[src/rtl/wtc_pkg.sv]
package wtc_pkg;

  // ****************************************
  // Register addresses (7-bit SPI address)
  // ****************************************
  localparam logic [6:0] WTC_ADDR_WAKE_INPUT = 7'h06;  // wake_input_control
  localparam logic [6:0] WTC_ADDR_WAKE_SOURCE = 7'h07; // wake_source_control
  localparam logic [6:0] WTC_ADDR_PIN_PULL = 7'h08;    // wake_pin_pull_control
  localparam logic [6:0] WTC_ADDR_TIMER = 7'h0C;       // periodic_timer_control
  localparam logic [6:0] WTC_ADDR_SCRATCH = 7'h1E;     // system_scratch_byte
  localparam logic [6:0] WTC_ADDR_SUPPLY = 7'h41;      // supply_fail_status
  localparam logic [6:0] WTC_ADDR_DEVICE = 7'h43;      // device status with fail counter

  // ****************************************
  // Writable bit masks, reserved bits are zero
  // ****************************************
  localparam logic [7:0] WTC_WAKE_INPUT_MASK = 8'h44;
  localparam logic [7:0] WTC_WAKE_SOURCE_MASK = 8'h01;
  localparam logic [7:0] WTC_PIN_PULL_MASK = 8'h03;
  localparam logic [7:0] WTC_TIMER_MASK = 8'h07;
  localparam logic [7:0] WTC_SCRATCH_MASK = 8'hFF;

  // ****************************************
  // Power-on values, also loaded by soft reset except the scratch byte
  // ****************************************
  localparam logic [7:0] WTC_WAKE_INPUT_RST = 8'h00;
  localparam logic [7:0] WTC_WAKE_SOURCE_RST = 8'h01;
  localparam logic [7:0] WTC_PIN_PULL_RST = 8'h00;
  localparam logic [7:0] WTC_TIMER_RST = 8'h00;
  localparam logic [7:0] WTC_SCRATCH_RST = 8'h00;

  // Bits that survive a restart of the device
  localparam logic [7:0] WTC_WAKE_INPUT_KEEP = 8'h40;

  // ****************************************
  // Field positions
  // ****************************************
  localparam int WTC_TIMER_WAKE_BIT = 6;
  localparam int WTC_WD_STOP_BIT = 2;
  localparam int WTC_PIN_WAKE_BIT = 0;
  localparam int WTC_SPI_FAIL_BIT = 1;
  localparam int WTC_WD_CNT_LSB = 2;

  // ****************************************
  // Status register layouts
  // ****************************************
  localparam logic [7:0] WTC_SUPPLY_RC_MASK = 8'hFD;
  localparam logic [7:0] WTC_SUPPLY_RO_MASK = 8'h00;
  localparam logic [7:0] WTC_SUPPLY_POR_VAL = 8'h80;  // Power-on flag set after POR
  localparam logic [7:0] WTC_SUPPLY_SOFT_KEEP = 8'h80;
  localparam logic [7:0] WTC_DEVICE_RC_MASK = 8'hF3;
  localparam logic [7:0] WTC_DEVICE_RO_MASK = 8'h0C;
  localparam logic [7:0] WTC_DEVICE_POR_VAL = 8'h00;
  localparam logic [7:0] WTC_DEVICE_SOFT_KEEP = 8'h00;
  localparam logic [1:0] WTC_WD_CNT_MAX = 2'h2;       // Code 11 is never reached

  // ****************************************
  // SPI frame and periodic timer periods
  // ****************************************
  localparam logic [4:0] WTC_FRAME_BITS = 5'h10;
  localparam logic [4:0] WTC_ADDR_BITS = 5'h07;
  localparam logic [2:0] WTC_PERIOD_RESERVED = 3'h7;
  localparam logic [10:0] WTC_PERIOD_MS [0:6] = '{
    11'h00A, 11'h014, 11'h032, 11'h064, 11'h0C8, 11'h3E8, 11'h7D0
  };

  // Frame as received: data byte in bits 15:8, access mode in bit 7
  typedef struct packed {
    logic [7:0] data;
    logic clear;
    logic [6:0] addr;
  } wtc_frame_type;

  // Control fields that steer the wake and watchdog logic
  typedef struct packed {
    logic periodic_timer_wake_enable;
    logic watchdog_stop_mode_disable;
    logic wake_pin_wake_enable;
    logic [1:0] wake_pin_pull_select;
    logic [2:0] periodic_timer_period;
  } wtc_ctrl_type;

  // Synchronised SPI pins
  typedef struct packed {
    logic cs_n;
    logic sck;
    logic mosi;
  } wtc_spi_type;

  // State of the register bank, except the sync stages and status bytes
  typedef struct packed {
    logic cs_n_prev;
    logic sck_prev;
    logic [4:0] bit_cnt;
    logic [15:0] shift_in;
    logic [7:0] shift_out;
    logic miso;
    logic miso_oe;
    logic [7:0] wake_input;
    logic [7:0] wake_source;
    logic [7:0] pin_pull;
    logic [7:0] timer;
    logic [7:0] scratch;
    logic [1:0] wd_cnt;
  } wtc_core_state_type;

endpackage : wtc_pkg

[src/rtl/wtc_sync.sv]
`timescale 1ns/1ps

// ****************************************
// Two-stage synchroniser for pin inputs
// ****************************************
module wtc_sync #(
  parameter int WIDTH = 3,
  parameter logic [WIDTH-1:0] RESET_VAL = '1
) (
  input wire logic clk_i,
  input wire logic reset_i,
  input wire logic [WIDTH-1:0] async_i,
  output logic [WIDTH-1:0] sync_o
);

  // Both stages in one packed state
  typedef struct packed {
    logic [WIDTH-1:0] meta;
    logic [WIDTH-1:0] stable;
  } wtc_sync_state_type;

  wtc_sync_state_type s_r;
  wtc_sync_state_type s_nxt;

  initial begin
    if (WIDTH < 1) $error("wtc_sync: WIDTH must be at least 1");
  end

  // The first stage feeds only the second stage
  always_comb begin
    s_nxt.meta = async_i;
    s_nxt.stable = s_r.meta;
  end

  // Both stages reset to the idle pin levels, so no false edge follows reset
  always_ff @(posedge clk_i or posedge reset_i) begin
    if (reset_i) begin
      s_r <= {RESET_VAL, RESET_VAL};
    end else begin
      s_r <= s_nxt;
    end
  end

  assign sync_o = s_r.stable;

endmodule : wtc_sync

[src/rtl/wtc_status_byte.sv]
`timescale 1ns/1ps

// ****************************************
// One status byte with sticky clearable bits
// ****************************************
module wtc_status_byte #(
  parameter logic [7:0] RC_MASK = 8'hFF,
  parameter logic [7:0] RO_MASK = 8'h00,
  parameter logic [7:0] POR_VAL = 8'h00,
  parameter logic [7:0] SOFT_KEEP = 8'h00
) (
  input wire logic clk_i,
  input wire logic reset_i,
  input wire logic soft_reset_i,
  input wire logic [7:0] event_i,
  input wire logic [7:0] ro_i,
  input wire logic clear_i,
  output logic [7:0] value_o
);

  typedef struct packed {
    logic [7:0] flags;
  } wtc_status_state_type;

  wtc_status_state_type s_r;
  wtc_status_state_type s_nxt;

  initial begin
    if ((RC_MASK & RO_MASK) != 8'h00) $error("wtc_status_byte: masks overlap");
  end

  // Clear only touches clearable bits; a new event wins over the clear
  always_comb begin
    s_nxt = s_r;
    if (soft_reset_i) begin
      s_nxt.flags = s_r.flags & SOFT_KEEP;
    end else if (clear_i) begin
      s_nxt.flags = 8'h00;  // see
    end
    s_nxt.flags = (s_nxt.flags | event_i) & RC_MASK;
  end

  always_ff @(posedge clk_i or posedge reset_i) begin
    if (reset_i) begin
      s_r.flags <= POR_VAL & RC_MASK;
    end else begin
      s_r <= s_nxt;
    end
  end

  // Read-only bits show live hardware state, reserved bits read zero
  assign value_o = s_r.flags | (ro_i & RO_MASK);

endmodule : wtc_status_byte

[src/rtl/wtc_regs.sv]
// Overview of operation
// Timer wake enabled only when bit6 set
// Bit2 stops watchdog in stop mode
// Reserved bits always read zero
// Bit0 enables wake pin, resets one
// Pull field: none, down, up, auto
// Period codes 10ms to 2s, 111 reserved
// Scratch byte drives no device function
// Scratch cleared only by power-on reset
// Scratch writable, survives fail-safe and restart
// Frame: address, mode bit, data byte
// Data byte ignored for status registers
// Data bits sit in frame bits 15:8
// Mode zero reads status, no change
// Mode one clears all clearable status bits
// Read-only bits survive clear command
// Flags change only by event, SPI clear or reset
// Restart keeps timer wake, clears rest
// Restart keeps wake pin enable
// Restart keeps period and pull fields
// Writes to reserved bits are ignored
// Fail counter cleared by good trigger
`timescale 1ns/1ps

module wtc_regs (
  input wire logic clk_i,
  input wire logic reset_i,
  input wire logic soft_reset_i,
  input wire logic restart_i,
  input wire logic spi_cs_n_i,
  input wire logic spi_sck_i,
  input wire logic spi_mosi_i,
  output logic spi_miso_o,
  output logic spi_miso_oe_o,
  input wire logic wd_stop_hw_update_i,
  input wire logic wd_stop_hw_value_i,
  input wire logic watchdog_fail_counter_event_i,
  input wire logic wd_trigger_ok_i,
  input wire logic [7:0] supply_event_i,
  input wire logic [7:0] device_event_i,
  output wtc_pkg::wtc_ctrl_type ctrl_o,
  output logic periodic_timer_period_valid_o,
  output logic [10:0] periodic_timer_period_ms_o
);

  // ****************************************
  // Declarations
  // ****************************************
  wtc_pkg::wtc_core_state_type s_r;   // Registered state, except the sync stages and status bytes
  wtc_pkg::wtc_core_state_type s_nxt; // Its next value
  wtc_pkg::wtc_spi_type spi_s;        // Synchronised pins
  wtc_pkg::wtc_frame_type frame;      // Frame view of the shift register
  logic [7:0] low_byte;               // First byte as it completes
  logic sck_rise;
  logic sck_fall;
  logic cs_fall;
  logic cs_rise;
  logic commit;                       // Whole 16-bit frame ended
  logic spi_fail;                     // Frame of wrong length
  logic supply_clr;
  logic device_clr;
  logic [7:0] supply_val;
  logic [7:0] device_val;
  logic [7:0] device_ev;
  logic [7:0] device_ro;
  logic [7:0] rd_byte;

  // ****************************************
  // Pin synchronisers
  // ****************************************
  wtc_sync #(
    .WIDTH(3),
    .RESET_VAL(3'h7)
  ) u_sync (
    .clk_i(clk_i),
    .reset_i(reset_i),
    .async_i({spi_cs_n_i, spi_sck_i, spi_mosi_i}),
    .sync_o(spi_s)
  );

  // ****************************************
  // Frame edge and completion decode
  // ****************************************
  // Edges are taken from the stable stage only, never the meta stage
  assign sck_rise = spi_s.sck & ~s_r.sck_prev & ~spi_s.cs_n;
  assign sck_fall = ~spi_s.sck & s_r.sck_prev & ~spi_s.cs_n;
  assign cs_fall = ~spi_s.cs_n & s_r.cs_n_prev;
  assign cs_rise = spi_s.cs_n & ~s_r.cs_n_prev;
  assign frame = s_r.shift_in;
  assign low_byte = {spi_s.mosi, s_r.shift_in[15:9]};
  assign commit = cs_rise && (s_r.bit_cnt == wtc_pkg::WTC_FRAME_BITS);
  assign spi_fail = cs_rise && (s_r.bit_cnt != wtc_pkg::WTC_FRAME_BITS);

  // Clear only with mode bit one; the data byte plays no part
  assign supply_clr = commit && frame.clear
                      && (frame.addr == wtc_pkg::WTC_ADDR_SUPPLY);  // see
  assign device_clr = commit && frame.clear
                      && (frame.addr == wtc_pkg::WTC_ADDR_DEVICE);

  // ****************************************
  // Read data selection
  // ****************************************
  // Address is known at the eighth rising edge, before the data byte shifts out
  always_comb begin
    unique case (low_byte[6:0])
      wtc_pkg::WTC_ADDR_WAKE_INPUT: rd_byte = s_r.wake_input;
      wtc_pkg::WTC_ADDR_WAKE_SOURCE: rd_byte = s_r.wake_source;
      wtc_pkg::WTC_ADDR_PIN_PULL: rd_byte = s_r.pin_pull;
      wtc_pkg::WTC_ADDR_TIMER: rd_byte = s_r.timer;
      wtc_pkg::WTC_ADDR_SCRATCH: rd_byte = s_r.scratch;
      wtc_pkg::WTC_ADDR_SUPPLY: rd_byte = supply_val;
      wtc_pkg::WTC_ADDR_DEVICE: rd_byte = device_val;
      default: rd_byte = 8'h00;  // Unmapped addresses read zero
    endcase
  end

  // ****************************************
  // Main state update
  // ****************************************
  always_comb begin
    s_nxt = s_r;
    s_nxt.cs_n_prev = spi_s.cs_n;
    s_nxt.sck_prev = spi_s.sck;
    s_nxt.miso_oe = ~spi_s.cs_n;

    // Serial shift, LSB of the frame first
    if (cs_fall) begin
      s_nxt.bit_cnt = 5'h00;
      s_nxt.shift_out = 8'h00;
      s_nxt.miso = 1'b0;
    end else if (sck_rise) begin
      s_nxt.shift_in = {spi_s.mosi, s_r.shift_in[15:1]};
      if (s_r.bit_cnt <= wtc_pkg::WTC_FRAME_BITS) begin
        s_nxt.bit_cnt = s_r.bit_cnt + 5'h01;  // Saturates one past a full frame
      end
      if (s_r.bit_cnt == wtc_pkg::WTC_ADDR_BITS) begin
        s_nxt.shift_out = rd_byte;  // Snapshot taken before any clear, see
      end
    end else if (sck_fall) begin
      s_nxt.miso = s_r.shift_out[0];
      s_nxt.shift_out = {1'b0, s_r.shift_out[7:1]};
    end

    // Register writes; reserved bits are masked away
    if (commit && frame.clear) begin
      unique case (frame.addr)
        wtc_pkg::WTC_ADDR_WAKE_INPUT:
          s_nxt.wake_input = frame.data & wtc_pkg::WTC_WAKE_INPUT_MASK;
        wtc_pkg::WTC_ADDR_WAKE_SOURCE:
          s_nxt.wake_source = frame.data & wtc_pkg::WTC_WAKE_SOURCE_MASK;
        wtc_pkg::WTC_ADDR_PIN_PULL:
          s_nxt.pin_pull = frame.data & wtc_pkg::WTC_PIN_PULL_MASK;
        wtc_pkg::WTC_ADDR_TIMER:
          s_nxt.timer = frame.data & wtc_pkg::WTC_TIMER_MASK;
        wtc_pkg::WTC_ADDR_SCRATCH:
          s_nxt.scratch = frame.data & wtc_pkg::WTC_SCRATCH_MASK;
        default: begin
          // Status and unmapped addresses store nothing here
        end
      endcase
    end

    // Hardware may move the watchdog stop bit; it wins over a write
    if (wd_stop_hw_update_i) begin
      s_nxt.wake_input[wtc_pkg::WTC_WD_STOP_BIT] = wd_stop_hw_value_i;
    end

    // Restart keeps only the documented survivors
    if (restart_i) begin
      s_nxt.wake_input = s_r.wake_input & wtc_pkg::WTC_WAKE_INPUT_KEEP;
      s_nxt.wake_source = s_r.wake_source;
      s_nxt.pin_pull = s_r.pin_pull;
      s_nxt.timer = s_r.timer;
    end

    // Soft reset restores defaults but leaves the scratch byte alone
    if (soft_reset_i) begin
      s_nxt.wake_input = wtc_pkg::WTC_WAKE_INPUT_RST;
      s_nxt.wake_source = wtc_pkg::WTC_WAKE_SOURCE_RST;
      s_nxt.pin_pull = wtc_pkg::WTC_PIN_PULL_RST;
      s_nxt.timer = wtc_pkg::WTC_TIMER_RST;
      s_nxt.scratch = s_r.scratch;
    end

    // Watchdog fail counter: a fail event wins over a good trigger
    if (soft_reset_i) begin
      s_nxt.wd_cnt = 2'h0;
    end else if (watchdog_fail_counter_event_i) begin
      if (s_r.wd_cnt < wtc_pkg::WTC_WD_CNT_MAX) begin
        s_nxt.wd_cnt = s_r.wd_cnt + 2'h1;
      end
    end else if (wd_trigger_ok_i) begin
      s_nxt.wd_cnt = 2'h0;
    end
  end

  always_ff @(posedge clk_i or posedge reset_i) begin
    if (reset_i) begin
      s_r <= '0;
      s_r.cs_n_prev <= 1'b1;
      s_r.sck_prev <= 1'b1;
      s_r.wake_source <= wtc_pkg::WTC_WAKE_SOURCE_RST;
      s_r.scratch <= wtc_pkg::WTC_SCRATCH_RST;
    end else begin
      s_r <= s_nxt;
    end
  end

  // ****************************************
  // Status registers
  // ****************************************
  // Wrong-length frames are flagged so software can see the lost command
  always_comb begin
    device_ev = device_event_i & wtc_pkg::WTC_DEVICE_RC_MASK;
    device_ev[wtc_pkg::WTC_SPI_FAIL_BIT] = device_event_i[wtc_pkg::WTC_SPI_FAIL_BIT] | spi_fail;
    device_ro = 8'h00;
    device_ro[wtc_pkg::WTC_WD_CNT_LSB +: 2] = s_r.wd_cnt;
  end

  wtc_status_byte #(
    .RC_MASK(wtc_pkg::WTC_SUPPLY_RC_MASK),
    .RO_MASK(wtc_pkg::WTC_SUPPLY_RO_MASK),
    .POR_VAL(wtc_pkg::WTC_SUPPLY_POR_VAL),
    .SOFT_KEEP(wtc_pkg::WTC_SUPPLY_SOFT_KEEP)
  ) u_supply (
    .clk_i(clk_i),
    .reset_i(reset_i),
    .soft_reset_i(soft_reset_i),
    .event_i(supply_event_i),
    .ro_i(8'h00),
    .clear_i(supply_clr),
    .value_o(supply_val)
  );

  wtc_status_byte #(
    .RC_MASK(wtc_pkg::WTC_DEVICE_RC_MASK),
    .RO_MASK(wtc_pkg::WTC_DEVICE_RO_MASK),
    .POR_VAL(wtc_pkg::WTC_DEVICE_POR_VAL),
    .SOFT_KEEP(wtc_pkg::WTC_DEVICE_SOFT_KEEP)
  ) u_device (
    .clk_i(clk_i),
    .reset_i(reset_i),
    .soft_reset_i(soft_reset_i),
    .event_i(device_ev),
    .ro_i(device_ro),
    .clear_i(device_clr),
    .value_o(device_val)
  );

  // ****************************************
  // Outputs
  // ****************************************
  // Scratch byte reaches only the SPI read path, never ctrl_o, see
  always_comb begin
    ctrl_o.periodic_timer_wake_enable = s_r.wake_input[wtc_pkg::WTC_TIMER_WAKE_BIT];
    ctrl_o.watchdog_stop_mode_disable = s_r.wake_input[wtc_pkg::WTC_WD_STOP_BIT];
    ctrl_o.wake_pin_wake_enable = s_r.wake_source[wtc_pkg::WTC_PIN_WAKE_BIT];
    ctrl_o.wake_pin_pull_select = s_r.pin_pull[1:0];
    ctrl_o.periodic_timer_period = s_r.timer[2:0];
    periodic_timer_period_valid_o = s_r.timer[2:0] != wtc_pkg::WTC_PERIOD_RESERVED;
    if (periodic_timer_period_valid_o) begin
      periodic_timer_period_ms_o = wtc_pkg::WTC_PERIOD_MS[s_r.timer[2:0]];
    end else begin
      periodic_timer_period_ms_o = 11'h000;
    end
  end

  assign spi_miso_o = s_r.miso;
  assign spi_miso_oe_o = s_r.miso_oe;

  // ****************************************
  // Checks
  // ****************************************
  chk_timer_wake_write: assert property (@(posedge clk_i) disable iff (reset_i)
    (commit && frame.clear && frame.addr == wtc_pkg::WTC_ADDR_WAKE_INPUT && !soft_reset_i
     && !restart_i && !wd_stop_hw_update_i)
    |=> (ctrl_o.periodic_timer_wake_enable == $past(s_r.shift_in[14]))
        && (ctrl_o.watchdog_stop_mode_disable == $past(s_r.shift_in[10])))
    else $error("wake input write not applied");

  chk_wd_stop_hw: assert property (@(posedge clk_i) disable iff (reset_i)
    (wd_stop_hw_update_i && !soft_reset_i && !restart_i)
    |=> ctrl_o.watchdog_stop_mode_disable == $past(wd_stop_hw_value_i))
    else $error("watchdog stop bit hardware update lost");

  chk_reserved_zero: assert property (@(posedge clk_i) disable iff (reset_i)
    ((s_r.wake_input & ~wtc_pkg::WTC_WAKE_INPUT_MASK) == 8'h00)
    && ((s_r.timer & ~wtc_pkg::WTC_TIMER_MASK) == 8'h00)
    && ((s_r.pin_pull & ~wtc_pkg::WTC_PIN_PULL_MASK) == 8'h00)
    && ((s_r.wake_source & ~wtc_pkg::WTC_WAKE_SOURCE_MASK) == 8'h00))
    else $error("reserved control bit set");

  chk_pin_wake_soft: assert property (@(posedge clk_i) disable iff (reset_i)
    soft_reset_i |=> ctrl_o.wake_pin_wake_enable && ctrl_o.periodic_timer_period == 3'h0)
    else $error("soft reset values wrong");

  chk_scratch_keep: assert property (@(posedge clk_i) disable iff (reset_i)
    (soft_reset_i || (restart_i && !commit)) |=> $stable(s_r.scratch))
    else $error("scratch byte lost on reset or restart");

  chk_restart_values: assert property (@(posedge clk_i) disable iff (reset_i)
    (restart_i && !soft_reset_i)
    |=> !ctrl_o.watchdog_stop_mode_disable
        && (ctrl_o.periodic_timer_wake_enable == $past(ctrl_o.periodic_timer_wake_enable))
        && $stable(ctrl_o.wake_pin_pull_select) && $stable(ctrl_o.wake_pin_wake_enable)
        && $stable(ctrl_o.periodic_timer_period))
    else $error("restart values wrong");

  chk_status_read: assert property (@(posedge clk_i) disable iff (reset_i)
    (commit && !frame.clear && supply_event_i == 8'h00 && !soft_reset_i)
    |=> $stable(supply_val))
    else $error("status read altered flags");

  chk_status_clear: assert property (@(posedge clk_i) disable iff (reset_i)
    (supply_clr && supply_event_i == 8'h00 && !soft_reset_i) |=> supply_val == 8'h00)
    else $error("status clear did not clear");

  chk_fail_counter: assert property (@(posedge clk_i) disable iff (reset_i)
    (wd_trigger_ok_i && !watchdog_fail_counter_event_i)
    |=> device_val[wtc_pkg::WTC_WD_CNT_LSB +: 2] == 2'h0)
    else $error("fail counter not cleared by trigger");

endmodule : wtc_regs

[config.mk]
export PLATFORM = sky130hd
export DESIGN_NAME = wtc_regs
export DESIGN_NICKNAME = d
export VERILOG_FILES = /design/src/rtl/wtc_pkg.sv /design/src/rtl/wtc_sync.sv /design/src/rtl/wtc_status_byte.sv /design/src/rtl/wtc_regs.sv
export SDC_FILE = /design/constraint.sdc
export NUM_CORES = 1
export LEC_CHECK = 0
export ABC_AREA = 1
export BUFFER_PORTS_ARGS = -buffer_cell sky130_fd_sc_hd__clkbuf_2
export CELL_PAD_IN_SITES_DETAIL_PLACEMENT = 1
export CELL_PAD_IN_SITES_GLOBAL_PLACEMENT = 2
export CORE_MARGIN = 2
export CORE_UTILIZATION = 39
export CTS_BUF_LIST = sky130_fd_sc_hd__clkbuf_8
export CTS_CLUSTER_DIAMETER = 30
export CTS_CLUSTER_SIZE = 10
export DETAILED_ROUTE_END_ITERATION = 10
export HOLD_SLACK_MARGIN = 0.08
export PLACE_DENSITY_LB_ADDON = 0.3
export SETUP_SLACK_MARGIN = 0.02
export SLEW_MARGIN = 20
export SYNTH_ARGS = -nofsm -noshare
export SYNTH_HDL_FRONTEND = slang
export SYNTH_SLANG_ARGS = --single-unit
[constraint.sdc]
create_clock -name clk_i -period 3.4 [get_ports clk_i]
set_clock_uncertainty 0.2 [all_clocks]
set_input_delay 0.17 -clock clk_i [delete_from_list [all_inputs] [get_ports clk_i]]
set_output_delay 0.17 -clock clk_i [all_outputs]
set_load 0.01 [all_outputs]
==> flow_summary.yaml <==
die:
  design.core.area_mm2: 0.009109
  dieArea_mm2: 0.01004
  die_w_um: 100.2
  ios: 49
  start_util: 0.3960
  die_h_um: 100.2
  rows: 35
clock_tree:
  root_buffer: "clkbuf_8"
  htreeDepth: 3
  numCtsBuffers: 9
  cts_max_path_buffers: 2
  cts_hold_buf: 25
  path_clk_slew_ns: 0.08
  cts_tree: "done"
  cts_resized: 0
  cts.sinks: 70
  worst_skew_pair.late_latency_ns: 0.34
  cts_setup_buffers: 0
drt:
  drt_iter0_markers: 123
  vias_per_cell: 4.990
  drc: 0
  antenna_left: 0
  wl_per_cell_um: 15.33
  drt_pass1_iterations: 4
  wl_mm: 9.214
  num_vias: 2999
timing:
  setup_tns_ns: 0
  setup_viol: 0
  post-route-period-util: 0.8108
  timing.final.crit_period_ns: 2.757
  hold_viol: 0
  clock.fmax_mhz: 362.7
  worst_pin_slew_ns: 0.8151
  slew_viol_final: 0
  slew_headroom: 0.4521
  rsz0062_at_grt: "no"
layout:
  fin_nets: 520
  area_growth_pct: 20.88
  diodes: 0
  post-route-util: 0.4787
  fillCellCount: 1111
  drive_above_1_share: 0.2143
power_and_ir_drop:
  ir_worst_vdd_uv: 231.6
  p_leak_nw: 2.045
  powerDensity_mw_per_mm2: 470.3
critical_path:
  rrSetupSlack_ns: 0.64
  r2r_start: "s_r[68]"
  worstPathArrival_ns: 2.82
  crit_top_cell: "nand3_1"
  r2r_cells: 9
  cp_max_fo: 8
  start_kind: "flip-flop"
  cp_cell_sequence: "inv_1 > ha_1 > nand3_1 > nand3b_2 > inv_2 > nand3_1 > o21ai_1 > nand2_1 > dlygate4sd3_1"
  crit_type: "flip-flop to flip-flop"
  end_kind: "flip-flop"
  max_stage_delay_ns: 0.57
  cp.required_ns: 3.46
  r2r_end: "u_supply.value_o[7]"
  critical-path-slowest-cell: "dlygate4sd3_1"
logic_synthesis:
  syn_area_per_cell_um2: 8.528
  synth_seq_cells: 70
  yosysTopAreaCell: "dfrtp_1"
  synth.most_common_cell: "nand2_1"
  seq_area_frac_synth: 0.4891
  ys_warn_count: 0
  yosys-top-cells-count: "nand2_1 (90), dfrtp_1 (60), nand3_1 (43)"
  synth_edf_count: 0
  syn-num-nets: 458
  synthFlopType: "dfrtp_1"
  synth_cells: 423
  async_flop_share: 1.000
  syn_area_mm2: 0.003607
  synthTopCellsByArea: "dfrtp_1 (42%), nand2_1 (9.4%), dfstp_2 (7.3%), nand3_1 (6.0%), inv_1 (4.2%)"
  synth.top_cell.area_share: 0.4162
  synth_cell_types: 43
placement:
  dp_hpwl_mm: 6.559
  port-buffer-count: 44
  gpl.final_weighted_congestion: 0.8211
job:
  maxCapViolCount: 0
global_route:
  antenna_found_initial: 0
  grtUsageTotal: 0.1992
  grt_pass1_wl_mm: 15.59
  grt-ovfl-total: 0
  grt_pass1_vias: 3149
  grt_max_degree: 38
hold_path:
  hp-class: "flip-flop to flip-flop"
  holdPathEnd: "u_sync.sync_o[0]"
  whs_path_depth: 0
  worstHoldStart: "u_sync.s_nxt[0]"
run_status:
  status: "completed"
## worst max path at each step
stage          depth (start not counted)  startpoint                   to
6_report                               9     s_r[68]  u_supply.value_o[7]
5_1_grt                                9     s_r[68]  u_supply.value_o[7]
4_1_cts                                9     s_r[68]  u_supply.value_o[7]
3_5_place_dp                           6     s_r[68]      u_device.s_r[1]
3_3_place_gp                           6     s_r[68]      u_device.s_r[1]
2_1_floorplan                          1     reset_i            ctrl_o[0]
## power breakdown
part / internal [W] / switching [W]
sequential: 0.000893 / 0.0000524
combinational: 0.0000998 / 0.000159
clock: 0.000527 / 0.000319
## sequential cells by signal (all words and copies together), names as in the netlist
register	cells
ctrl_o	8
frame	16
u_sync.s_nxt	3
spi_miso_oe_o	1
device_ro	2
s_r	23
u_supply.value_o	7
u_device.s_r	6
spi_miso_o	1
u_sync.sync_o	3
## routing by layer
metal / vias to the layer above / GRT usage / routed length [µm]
li1: 1504 / - / -
met1: 1444 / 0.2680 / 4271
met2: 41 / 0.3351 / 4569
met3: 10 / 0.03343 / 255
met4: 0 / 0.05163 / 117
met5: - / 0 / 0
## worst max-delay path, delay by kind of cell, from the launching register on
family / cells / cell delay (ns)
flip-flops: 1 / 0.42
buffers and inverters: 3 / 0.83
AND/OR/NAND/NOR: 4 / 0.81
adder cells (fa/ha/maj): 1 / 0.18
AO/OA/AOI/OAI: 1 / 0.24
## through the flow
stage,power [W],hold WS (ns),setup slack [ns],instance area (µm²),cells
4_1_cts,0.002078,0.1600,0.6456,4360,601
2_1_floorplan,0.001131,-0.02552,1.278,3607,423
3_3_place_gp,0.001187,0.05733,1.109,3854,560
3_5_place_dp,0.001201,0.05967,1.054,3854,560
5_1_grt,0.002155,0.1660,0.4219,4360,601
6_report,0.002051,0.1586,0.6432,4360,601
## cells by family after synthesis
logic type / synth area share
and+or+nand+nor: 0.2577
AOI/OAI and AO/OA: 0.1339
buffers and inverters: 0.09053
DFF: 0.4891
adders and majority gates: 0.02775
other: 0.001040
## final cells by class
class / instances / area, µm² / share of cell area
Inverter: 51 / 193.9 / 0.04448
Clock inverter: 5 / 105.1 / 0.02410
Sequential cell: 70 / 1764 / 0.4046
Tap cell: 111 / 138.9 / 0.03185
Clock buffer: 11 / 151.4 / 0.03472
Timing Repair Buffer: 70 / 490.5 / 0.1125
Multi-Input combinational cell: 283 / 1516 / 0.3478
## layout by cell type, fill, tap and decap left out, types with 2 or more instances in the layout
cell	count
nand4_1	3
o21ai_0	28
clkinvlp_4	2
nand2_2	2
bufinv_16	3
o21ai_1	18
clkbuf_2	44
o22ai_1	2
o21bai_1	5
nand2_4	5
nor3_1	9
o31ai_1	2
inv_1	39
dfstp_2	10
inv_2	10
a21oi_1	12
clkbuf_8	11
a31o_1	6
nor2_2	5
dlygate4sd3_1	25
nor2_1	25
nor2_8	2
nand2_1	90
nand3_1	43
ha_1	8
o21ai_2	4
dfrtp_1	60
Power figures use the tool's default switching activity.
